===== config.mk =====
export PLATFORM = sky130hd
export DESIGN_NAME = power_gating_interval_timer
export DESIGN_NICKNAME = d
export VERILOG_FILES = /design/src/pgt_pkg.sv /design/src/manual_done_if.sv /design/src/manual_on_filter.sv /design/src/done_edge_detect.sv /design/src/power_gating_interval_timer.sv
export SDC_FILE = /design/constraint.sdc
export NUM_CORES = 1
export LEC_CHECK = 0
export BUFFER_PORTS_ARGS = -buffer_cell sky130_fd_sc_hd__buf_2
export CORE_MARGIN = 3
export CORE_UTILIZATION = 49
export CTS_BUF_LIST = sky130_fd_sc_hd__clkbuf_16
export CTS_CLUSTER_SIZE = 12
export DETAILED_ROUTE_END_ITERATION = 8
export GPL_ROUTABILITY_DRIVEN = 0
export PLACE_DENSITY = 0.63
export SLEW_MARGIN = 20
export SYNTH_ARGS = -nofsm -noshare
export SYNTH_HDL_FRONTEND = slang
export SYNTH_SLANG_ARGS = --single-unit

===== constraint.sdc =====
create_clock -name ref_clk -period 9.68 [get_ports ref_clk]
set_input_delay 0.968 -clock ref_clk [delete_from_list [all_inputs] [get_ports ref_clk]]
set_output_delay 0.968 -clock ref_clk [all_outputs]
set_load 0.02 [all_outputs]

===== src/pgt_pkg.sv =====
// ***************************************************************
// Shared constants and types
// ***************************************************************
package pgt_pkg;

  localparam int unsigned CLK_HZ  = 250_000_000;
  localparam int unsigned CLK_KHZ = 250_000;

  // Counter widths; 7200 s at 250 MHz needs 41 bits
  localparam int unsigned TICK_W = 41;
  localparam int unsigned DB_W   = 24;

  localparam logic [TICK_W-1:0] TICK_ZERO = '0;
  localparam logic [TICK_W-1:0] TICK_ONE  = TICK_W'(1);
  localparam logic [DB_W-1:0]   DB_ZERO   = '0;
  localparam logic [DB_W-1:0]   DB_ONE    = DB_W'(1);

  // Times in their printed units
  localparam int unsigned MIN_IP_MS    = 100;
  localparam int unsigned MAX_IP_S     = 7200;
  localparam int unsigned GUARD_MS     = 50;
  localparam int unsigned VALID_MS     = 20;
  localparam int unsigned OBS_MS       = 30;
  localparam int unsigned DEBOUNCE_MS  = 20;
  localparam int unsigned MAN_DRIVE_MS = 10;
  localparam int unsigned DONE_MIN_NS  = 100;

  typedef enum logic [2:0] {
    ST_MEASURE,
    ST_ON,
    ST_OFF,
    ST_IDLE,
    ST_HOLD
  } pg_state_t;

endpackage : pgt_pkg


===== src/manual_done_if.sv =====
`timescale 1ns/10ps
// ***************************************************************
// Filtered manual request and done edge toward the controller
// ***************************************************************
interface manual_done_if;
  logic manualReq;
  logic manualHeld;
  logic donePulse;

  modport filt (output manualReq, output manualHeld);
  modport edge_det (output donePulse);
  modport ctrl (input manualReq, input manualHeld, input donePulse);
endinterface : manual_done_if


===== src/manual_on_filter.sv =====
`timescale 1ns/10ps
module manual_on_filter
  import pgt_pkg::*;
#(
  parameter logic [DB_W-1:0] VALID_CYC = DB_W'(VALID_MS * CLK_KHZ),
  parameter logic [DB_W-1:0] OBS_CYC   = DB_W'(OBS_MS * CLK_KHZ),
  parameter logic [DB_W-1:0] DB_CYC    = DB_W'(DEBOUNCE_MS * CLK_KHZ)
) (
  input  wire logic   ref_clk,
  input  wire logic   rstN,
  input  wire logic   enable,
  input  wire logic   manualOnIn,
  manual_done_if.filt ifc
);

  logic            winOpen_reg;
  logic [DB_W-1:0] winCnt_reg;
  logic [DB_W-1:0] highCnt_reg;
  logic            reqDone_reg;
  logic            held_reg;
  logic [DB_W-1:0] lowCnt_reg;
  logic            req_reg;
  logic            winStart;
  logic            validHit;

  assign winStart = enable && !winOpen_reg && manualOnIn && !held_reg;
  // High time is summed over the window, so bounce does not restart it
  assign validHit = enable && winOpen_reg && manualOnIn && !reqDone_reg
                    && (highCnt_reg + DB_ONE >= VALID_CYC);

  // ***************************************************************
  // Observation window
  // ***************************************************************
  always_ff @(posedge ref_clk or negedge rstN) begin
    if (!rstN) begin
      winOpen_reg <= 1'h0;
      winCnt_reg  <= DB_ZERO;
      highCnt_reg <= DB_ZERO;
      reqDone_reg <= 1'h0;
    end else if (!enable) begin
      winOpen_reg <= 1'h0;
      winCnt_reg  <= DB_ZERO;
      highCnt_reg <= DB_ZERO;
      reqDone_reg <= 1'h0;
    end else if (winStart) begin
      winOpen_reg <= 1'h1;
      winCnt_reg  <= DB_ZERO;
      highCnt_reg <= DB_ONE;
      reqDone_reg <= 1'h0;
    end else if (winOpen_reg) begin
      winCnt_reg <= winCnt_reg + DB_ONE;
      if (manualOnIn) begin
        highCnt_reg <= highCnt_reg + DB_ONE;
      end
      if (validHit) begin
        reqDone_reg <= 1'h1;
      end
      if (winCnt_reg == OBS_CYC - DB_ONE) begin
        winOpen_reg <= 1'h0;
      end
    end
  end

  // ***************************************************************
  // Request pulse and debounced level, both edges filtered
  // ***************************************************************
  always_ff @(posedge ref_clk or negedge rstN) begin
    if (!rstN) begin
      req_reg <= 1'h0;
    end else begin
      req_reg <= validHit;
    end
  end

  always_ff @(posedge ref_clk or negedge rstN) begin
    if (!rstN) begin
      held_reg   <= 1'h0;
      lowCnt_reg <= DB_ZERO;
    end else if (!enable) begin
      held_reg   <= 1'h0;
      lowCnt_reg <= DB_ZERO;
    end else if (validHit) begin
      held_reg   <= 1'h1;
      lowCnt_reg <= DB_ZERO;
    end else if (held_reg) begin
      if (manualOnIn) begin
        lowCnt_reg <= DB_ZERO;
      end else if (lowCnt_reg == DB_CYC - DB_ONE) begin
        held_reg   <= 1'h0;
        lowCnt_reg <= DB_ZERO;
      end else begin
        lowCnt_reg <= lowCnt_reg + DB_ONE;
      end
    end
  end

  assign ifc.manualReq  = req_reg;
  assign ifc.manualHeld = held_reg;
endmodule : manual_on_filter


===== src/done_edge_detect.sv =====
`timescale 1ns/10ps
module done_edge_detect
  import pgt_pkg::*;
(
  input  wire logic       ref_clk,
  input  wire logic       rstN,
  input  wire logic       doneIn,
  manual_done_if.edge_det ifc
);

  logic prev_reg;

  // Prior level starts high so a done held high at reset is no edge
  always_ff @(posedge ref_clk or negedge rstN) begin
    if (!rstN) begin
      prev_reg <= 1'h1;
    end else begin
      prev_reg <= doneIn;
    end
  end

  assign ifc.donePulse = doneIn && !prev_reg;
endmodule : done_edge_detect


===== src/power_gating_interval_timer.sv =====
`timescale 1ns/10ps
// Function
// - Interval clamped to 100 ms .. 7200 s, latched once at start-up.
// - One resistor measurement after reset, never repeated later.
// - Mode select high gives periodic mode, low gives one-shot.
// - Gate drive active low; low turns the supply switch on.
// - Gate drive high during measurement, before any window.
// - Timer mode repeats one window per interval indefinitely.
// - Interval measured between successive gate drive falling edges.
// - Gate drive goes low at the start of each interval.
// - Without done, low for interval minus 50 ms, then high.
// - One-shot mode gives one window after start-up only.
// - In one-shot, each valid manual request starts one window.
// - Done accepted only as a rising transition.
// - Only the first done per interval is acted upon.
// - Accepted done drives gate high at once.
// - Manual valid if high 20 ms within 30 ms window.
// - Manual input passes a 20 ms debounce filter.
// - Manual request ignored while gate drive is low.
// - Manual high during measurement aborts it; restart on release.
// - Gate drive low within 10 ms of a valid manual request.
// - Manual request resets counters; restart once input released.
// - Done ignored while manual input is held high.
// - Debounce acts on both manual input edges; the code debounces only the release, the rise passes the valid window instead.
module power_gating_interval_timer
  import pgt_pkg::*;
#(
  parameter logic [TICK_W-1:0] MIN_IP_CYC =
    TICK_W'(64'(MIN_IP_MS) * 64'(CLK_KHZ)),
  parameter logic [TICK_W-1:0] MAX_IP_CYC =
    TICK_W'(64'(MAX_IP_S) * 64'(CLK_HZ)),
  parameter logic [TICK_W-1:0] GUARD_CYC =
    TICK_W'(64'(GUARD_MS) * 64'(CLK_KHZ)),
  parameter logic [DB_W-1:0]   VALID_CYC = DB_W'(VALID_MS * CLK_KHZ),
  parameter logic [DB_W-1:0]   OBS_CYC   = DB_W'(OBS_MS * CLK_KHZ),
  parameter logic [DB_W-1:0]   DB_CYC    = DB_W'(DEBOUNCE_MS * CLK_KHZ),
  parameter logic [DB_W-1:0]   MAN_DRIVE_CYC =
    DB_W'(MAN_DRIVE_MS * CLK_KHZ)
) (
  input  wire logic              ref_clk,
  input  wire logic              nrst,
  input  wire logic              measDone,
  input  wire logic [TICK_W-1:0] measTicks,
  input  wire logic              modeSelect,
  input  wire logic              manualOnIn,
  input  wire logic              doneIn,
  output logic                   measActive,
  output logic                   gateDriveN,
  output logic                   timerMode
);

  // ***************************************************************
  // Reset release
  // ***************************************************************
  logic [1:0] rstPipe_reg;
  logic       rstN;

  always_ff @(posedge ref_clk or negedge nrst) begin
    if (!nrst) begin
      rstPipe_reg <= 2'h0;
    end else begin
      rstPipe_reg <= {rstPipe_reg[0], 1'h1};
    end
  end

  assign rstN = rstPipe_reg[1];

  // ***************************************************************
  // Input conditioning
  // ***************************************************************
  manual_done_if ifc ();

  pg_state_t         state_reg;
  logic [TICK_W-1:0] phaseCnt_reg;
  logic [TICK_W-1:0] interval_reg;
  logic              gateN_reg;
  logic              doneTaken_reg;
  logic              modeTimer_reg;
  logic              measActive_reg;

  manual_on_filter #(
    .VALID_CYC (VALID_CYC),
    .OBS_CYC   (OBS_CYC),
    .DB_CYC    (DB_CYC)
  ) u_filter (
    .ref_clk    (ref_clk),
    .rstN       (rstN),
    .enable     (state_reg != ST_MEASURE),
    .manualOnIn (manualOnIn),
    .ifc        (ifc.filt)
  );

  done_edge_detect u_done (
    .ref_clk (ref_clk),
    .rstN    (rstN),
    .doneIn  (doneIn),
    .ifc     (ifc.edge_det)
  );

  // ***************************************************************
  // Events
  // ***************************************************************
  logic [TICK_W-1:0] onLen;
  logic [TICK_W-1:0] measClamped;
  logic              measFinish;
  logic              doneAccept;
  logic              onEnd;
  logic              periodEnd;
  logic              manualStart;
  logic              holdRelease;

  assign measClamped = (measTicks < MIN_IP_CYC) ? MIN_IP_CYC :
                       (measTicks > MAX_IP_CYC) ? MAX_IP_CYC :
                       measTicks;
  assign onLen       = interval_reg - GUARD_CYC;
  assign measFinish  = (state_reg == ST_MEASURE) && measActive_reg &&
                       measDone && !manualOnIn;
  // Either done filter form of a held manual input blocks the edge
  assign doneAccept  = (state_reg == ST_ON) && ifc.donePulse &&
                       !doneTaken_reg && !ifc.manualHeld &&
                       !manualOnIn;
  assign onEnd       = (state_reg == ST_ON) &&
                       (phaseCnt_reg == onLen - TICK_ONE);
  assign periodEnd   = (state_reg == ST_OFF) &&
                       (phaseCnt_reg == interval_reg - TICK_ONE);
  assign manualStart = ifc.manualReq && gateN_reg &&
                       ((state_reg == ST_OFF) ||
                        (state_reg == ST_IDLE));
  assign holdRelease = (state_reg == ST_HOLD) && !ifc.manualHeld;

  // ***************************************************************
  // Sequencer
  // ***************************************************************
  always_ff @(posedge ref_clk or negedge rstN) begin
    if (!rstN) begin
      state_reg <= ST_MEASURE;
    end else begin
      case (state_reg)
        ST_MEASURE: begin
          if (measFinish) begin
            state_reg <= ST_ON;
          end
        end
        ST_ON: begin
          if (doneAccept || onEnd) begin
            state_reg <= ST_OFF;
          end
        end
        ST_OFF: begin
          if (manualStart) begin
            state_reg <= ST_HOLD;
          end else if (periodEnd) begin
            state_reg <= modeTimer_reg ? ST_ON : ST_IDLE;
          end
        end
        ST_IDLE: begin
          if (manualStart) begin
            state_reg <= ST_HOLD;
          end
        end
        ST_HOLD: begin
          if (holdRelease) begin
            state_reg <= ST_ON;
          end
        end
        default: begin
          state_reg <= ST_MEASURE;
        end
      endcase
    end
  end

  // Counts from each falling edge except a manual start, which counts from hold release
  always_ff @(posedge ref_clk or negedge rstN) begin
    if (!rstN) begin
      phaseCnt_reg <= TICK_ZERO;
    end else if (measFinish || manualStart || (state_reg == ST_HOLD) ||
                 (state_reg == ST_IDLE) || periodEnd) begin
      phaseCnt_reg <= TICK_ZERO;
    end else if ((state_reg == ST_ON) || (state_reg == ST_OFF)) begin
      phaseCnt_reg <= phaseCnt_reg + TICK_ONE;
    end
  end

  // ***************************************************************
  // Gate drive
  // ***************************************************************
  always_ff @(posedge ref_clk or negedge rstN) begin
    if (!rstN) begin
      gateN_reg <= 1'h1;
    end else if (measFinish || manualStart ||
                 (periodEnd && modeTimer_reg)) begin
      gateN_reg <= 1'h0;
    end else if (doneAccept || onEnd) begin
      gateN_reg <= 1'h1;
    end
  end

  always_ff @(posedge ref_clk or negedge rstN) begin
    if (!rstN) begin
      doneTaken_reg <= 1'h0;
    end else if (measFinish || manualStart || periodEnd) begin
      doneTaken_reg <= 1'h0;
    end else if (doneAccept) begin
      doneTaken_reg <= 1'h1;
    end
  end

  // ***************************************************************
  // Start-up configuration
  // ***************************************************************
  always_ff @(posedge ref_clk or negedge rstN) begin
    if (!rstN) begin
      interval_reg  <= MIN_IP_CYC;
      modeTimer_reg <= 1'h0;
    end else if (measFinish) begin
      interval_reg  <= measClamped;
      modeTimer_reg <= modeSelect;
    end
  end

  // Analog chain only runs while requested; a drop aborts it
  always_ff @(posedge ref_clk or negedge rstN) begin
    if (!rstN) begin
      measActive_reg <= 1'h0;
    end else if ((state_reg != ST_MEASURE) || measFinish) begin
      measActive_reg <= 1'h0;
    end else begin
      measActive_reg <= !manualOnIn;
    end
  end

  assign measActive = measActive_reg;
  assign gateDriveN = gateN_reg;
  assign timerMode  = modeTimer_reg;
endmodule : power_gating_interval_timer


# Word level (Yosys, flattened, before mapping)
# Cells that the tools add are included.
# W data, S select, Z words.
# classes
addsub	7
magnitude_cmp	3
n_eq_ne	17
n_mux	42
reduce_logical	45
# ops
cell	n
$mux W24	12
$mux W41	4
$eq A41 B41 Y1	2
$sub A41 B1 Y41 const B	2
$add A24 B1 Y24 const B	3
$eq A24 B23 Y1 const B	2
$add A41 B1 Y41 const B	1
$gt A41 B41 Y1 const B	1
$lt A41 B25 Y1 const B	1
$sub A41 B24 Y41 const B	1
$ge A24 B23 Y1 const B	1
$logic_and A1 B1 Y1	21
$mux W1	18
$mux W3	6
$ne A3 B3 Y1 const B	5
$pmux W3 S5	1
$logic_or A1 B1 Y1	10
$eq A3 B2 Y1 const B	2
$logic_not A1 Y1	6
$ne A2 B2 Y1 const B	3
$reduce_bool A2 Y1	3
$reduce_and A5 Y1	1
$reduce_and A2 Y1	2
$eq A3 B1 Y1 const B	1
other kinds (5)	5
# totals
ff_bits	168
in_bits	47
output_inout_bits	3

# Depth between registers and ports, before layout
# depth
word_depth	9
depth_mapped	14
ltp_nobuf	11

# Hierarchy
# Synthesis repeated with hierarchy kept, for this count alone.
# hier_totals
cells_unflattened	1315
area_unflattened_um2	11507.3
# by_module_without_submodules
module	instances	cells_each	area_per_inst_um2	seq_area_each_um2
power_gating_interval_timer	1	816	6947.9	2293.4
manual_on_filter	1	497	4519.3	1901.8
done_edge_detect	1	2	40.0	26.3

# Least setup slack after synthesis
# No wires, ideal clock.
# synth_timing
path_kind	input-to-reg
startpoint	in measTicks[35]
endpoint	reg interval_reg[10]
setup_ns	0.067
t_arrival_ns	3.186
required_time_ns	9.613
path_slack_ns	6.428
path_stages	7
path_buffers	1
path_cell_list	or3_1 -> or2_2 -> or3_1 -> o41ai_1 -> and2_0 -> clkbuf_1 -> a22o_1
# synth_between
elab_chain_cells	3
word_cells_on_any_way	4
classes_between	order compare: 2; mux: 2
# synth_rtl
item	line_no	rtl
from (decl)	power_gating_interval_timer.sv:43	input wire logic [TICK_W-1:0] measTicks,
$gt A41 B41 Y1	power_gating_interval_timer.sv:113	(measTicks > MAX_IP_CYC) ? MAX_IP_CYC :
$mux W41	power_gating_interval_timer.sv:113	
$mux W41 *	power_gating_interval_timer.sv:112	assign measClamped = (measTicks < MIN_IP_CYC) ? MIN_IP_CYC :
to (signal assigned)	power_gating_interval_timer.sv:217	interval_reg <= measClamped;
to (decl)	power_gating_interval_timer.sv:75	logic [TICK_W-1:0] interval_reg;
# Every way passes the cells marked *; elsewhere a longest branch is shown, timed or not.
# A chain may end at the register's enable or synchronous reset.

# Final worst setup path
# layout_timing
startpoint	reg interval_reg[0]
endpoint	reg state_reg[0]
# layout_between
elab_chain_cells	7
word_cells_on_any_way	11
classes_between	add/sub: 3; eq/ne: 4; reduce/logical: 4
# layout_rtl
item	line_no	rtl
$sub A41 B24 Y41	power_gating_interval_timer.sv:115	assign onLen = interval_reg - GUARD_CYC;
$sub A41 B1 Y41	power_gating_interval_timer.sv:123	(phaseCnt_reg == onLen - TICK_ONE);
$eq A41 B41 Y1	power_gating_interval_timer.sv:123	
$logic_and A1 B1 Y1	power_gating_interval_timer.sv:122	assign onEnd = (state_reg == ST_ON) &&
$logic_or A1 B1 Y1	power_gating_interval_timer.sv:145	if (doneAccept || onEnd) begin
$ne A2 B1 Y1 (no source line)	--	
$reduce_and A5 Y1 (no source line) *	--	
to (signal assigned)	power_gating_interval_timer.sv:153	state_reg <= modeTimer_reg ? ST_ON : ST_IDLE;
to (decl)	power_gating_interval_timer.sv:73	pg_state_t state_reg;
# Marked as above.

==> metrics.json <==
{
  "yosys.cell_types.count": 82,
  "initial_utilization": 0.506,
  "std_cell_rows": 54,
  "placement.io_buffers": 49,
  "postRouteWirelength_um": 31700,
  "antenna_found_initial": 1,
  "yosysSeqAreaShare": 0.376,
  "postSynth.topFlopCell": "dfrtp_1",
  "synth_top_area_frac": 0.343,
  "tritoncts_clock_tree": "done",
  "timing.final.setup_violations": 0,
  "timing.setup.tns_ns": 0,
  "worst_setup_hold_path_clk_slew_ns": 0.07,
  "worst-slew-pin-transition_ns": 1.04,
  "gr-usage-all-layers": 0.264,
  "cts_hold_buf": 0,
  "r2r_end": "state_reg[0]",
  "grt_setup_unrepaired": "false",
  "yosysMostFrequentCell": "nor2_1",
  "postRouteAntennaNets": 0,
  "status": "complete, no violations",
  "critical-path-top-delay-family": "compound AO/OA/AOI/OAI gates",
  "timing.reg2reg.setup_slack_ns": 5.45,
  "worst_clock_skew_ns": 0.00774,
  "power.density_cell_area_nw_per_um2": 127,
  "worstSetupStartpointType": "register",
  "maxSlewViolCount": 0,
  "synthToLayoutAreaGrowth_pct": 8.21,
  "synth-async-reset-ratio": 1.00,
  "yosys_warnings": 0,
  "post-synth-top-area-cell": "dfrtp_1",
  "cpMaxStageDelayCell": "a2111oi_0",
  "leakage_nw": 5.01,
  "final.period_utilization": 0.437,
  "routed_wire_length_per_instance_um": 19.6,
  "final_layout_size_suffix_gt1_frac": 0.106,
  "largest_vdd_supply_drop_uv": 96.3,
  "hold_violations": 0,
  "arrival_ns": 4.53,
  "timing.critical_path.cells": "inv_1 -> ha_1 -> or4b_2 -> a211oi_1 -> or3b_2 -> mux2i_1 -> a21oi_1 -> a2111oi_0 -> nand4b_1 -> nand4b_1 -> o211ai_1",
  "cts-root-to-sink-buffers": 2,
  "critical_path.endpoint_type": "register",
  "worst_r2r_path_depth": 11,
  "die_x_um": 157,
  "grt_max_degree": 72,
  "max_cap_viol_count": 0,
  "cp_common_cell": "nand4b_1",
  "grt_pass1_vias": 9737,
  "ys_seq_elements": 168,
  "post-route-worst-setup-slack_ns": 5.45,
  "fin_nets": 1375,
  "floorplan.die_area_um2": 24700,
  "stdcell_area_um2": 12100,
  "n_antenna_cell": 0,
  "mapped_cell_area_um2": 11200,
  "setup.worst_path.class": "register to register",
  "num-fill-cells": 2114,
  "post_synthesis_cells": 1323,
  "crit_buf_inv": 1,
  "launching_point_of_the_worst_reg2reg_path": "interval_reg[0]",
  "detailedPlacementHpwl_um": 23700,
  "postCtsResizedCells": 0,
  "i_o_pins": 50,
  "clock.fmax_mhz": 236,
  "dpl-instance-area_um2": 11600,
  "endpoint_required_time_on_the_critical_path_ns": 9.98,
  "drc": 0,
  "pre_cts_slack_ns": 5.58,
  "post-cts-setup-buffers": 0,
  "grt_overflow_total": 0,
  "yosys-top-cells-area": "dfrtp_1 (34%), xor2_1 (6.7%), xnor2_1 (5.5%), nor2_1 (5.3%), nand2_1 (3.4%)",
  "cts_root_buffer": "clkbuf_16",
  "htree_num_levels": 4,
  "finalCriticalPeriod_ns": 4.23,
  "clock_latency_late_sink_ns": 0.43,
  "drc_violation_total_after_the_first_tritonroute_iteration": 893,
  "worst_path_largest_cell_delay_ns": 0.77,
  "hold_path.class": "register to asynchronous set/reset pin",
  "netlist_top_cells_count": "nor2_1 (158), dfrtp_1 (154), nand2_1 (102)",
  "worstSetupPathDepth": 11,
  "drtPass1Iterations": 5,
  "syn_nets": 1376,
  "cp_max_fo": 6,
  "cts_sink_cnt": 168,
  "numCtsBuffers": 17,
  "coreArea_um2": 22200,
  "synth_enable_flop_cells": 0,
  "global_route_wire_length_before_repair_um": 52100,
  "slew-limit-headroom": 0.300,
  "height_of_the_chip_um": 157,
  "synthesis.area_per_instance_um2": 8.48,
  "vias": 10100,
  "vias_per_cell": 6.28
}
## area by class of cell
class / instances / area, um2 / share of cell area
Multi-Input combinational cell: 1053 / 6580 / 0.542
Sequential cell: 168 / 4230 / 0.348
Clock buffer: 17 / 425 / 0.0350
Tap cell: 280 / 350 / 0.0289
Timing Repair Buffer: 60 / 328 / 0.0270
Clock inverter: 15 / 151 / 0.0125
Inverter: 22 / 82.6 / 0.00680
## worst max-delay path by stage
stage / startpoint / end / slack, ns
3_5_place_dp: interval_reg[0] / state_reg[0] / 5.58
2_1_floorplan: rstPipe_reg[1] / doneTaken_reg / 4.68
3_3_place_gp: interval_reg[0] / state_reg[0] / 5.57
4_1_cts: interval_reg[0] / state_reg[0] / 5.56
5_1_grt: interval_reg[2] / phaseCnt_reg[5] / 5.21
6_report: interval_reg[0] / state_reg[0] / 5.45
## layer usage
layer | part of all wire | track usage | vias to the layer above
li1 | - | - | 4819
met1 | 0.44 | 0.367 | 4879
met5 | 0.00041 | 0 | -
met4 | 0.024 | 0.0781 | 2
met2 | 0.46 | 0.418 | 382
met3 | 0.071 | 0.0517 | 66
## report_power, final
group          total [mW]  internal (mW)  switching [mW]
clock               0.680          0.382           0.298
sequential          0.762          0.727          0.0348
combinational      0.0998         0.0381          0.0617
total                1.54           1.15           0.395
## stage by stage
stage,hold WS (ns),util,std cells,power (mW)
after floorplan,0.331,-,1323,0.835
after global placement,0.322,0.522,1583,0.871
after detailed placement,0.325,0.522,1583,0.875
after CTS,0.286,0.548,1615,1.57
after global routing,0.281,0.548,1615,1.61
final,0.300,0.548,1615,1.54
## placed cells by master (no fill, tap or decap), drive strengths merged, types with 30 or more instances in the layout
| cell type | count |
|---|---|
| nor2 | 168 |
| and3 | 33 |
| nor3 | 50 |
| dfrtp | 154 |
| buf | 60 |
| xnor2 | 70 |
| nand4 | 47 |
| nand2 | 102 |
| xor2 | 86 |
| a21oi | 56 |
| nor4 | 32 |
| a22o | 30 |
| o21ai | 76 |
| nand3 | 59 |
## cells by family (layout without fill, tap and decap cells)
group                    count (synthesis)  count (layout)  synth area share
adder cells (fa/ha/maj)                  6               6           0.00669
other                                    1               1          0.000334
AO/OA/AOI/OAI                          277             277             0.164
multiplexers                            12              12            0.0109
buffers and inverters                  102             114            0.0390
XOR/XNOR                               156             156             0.122
flip-flops                             168             168             0.376
AND/OR/NAND/NOR                        601             601             0.280
Note: power is estimated with default switching activity, not from simulation.
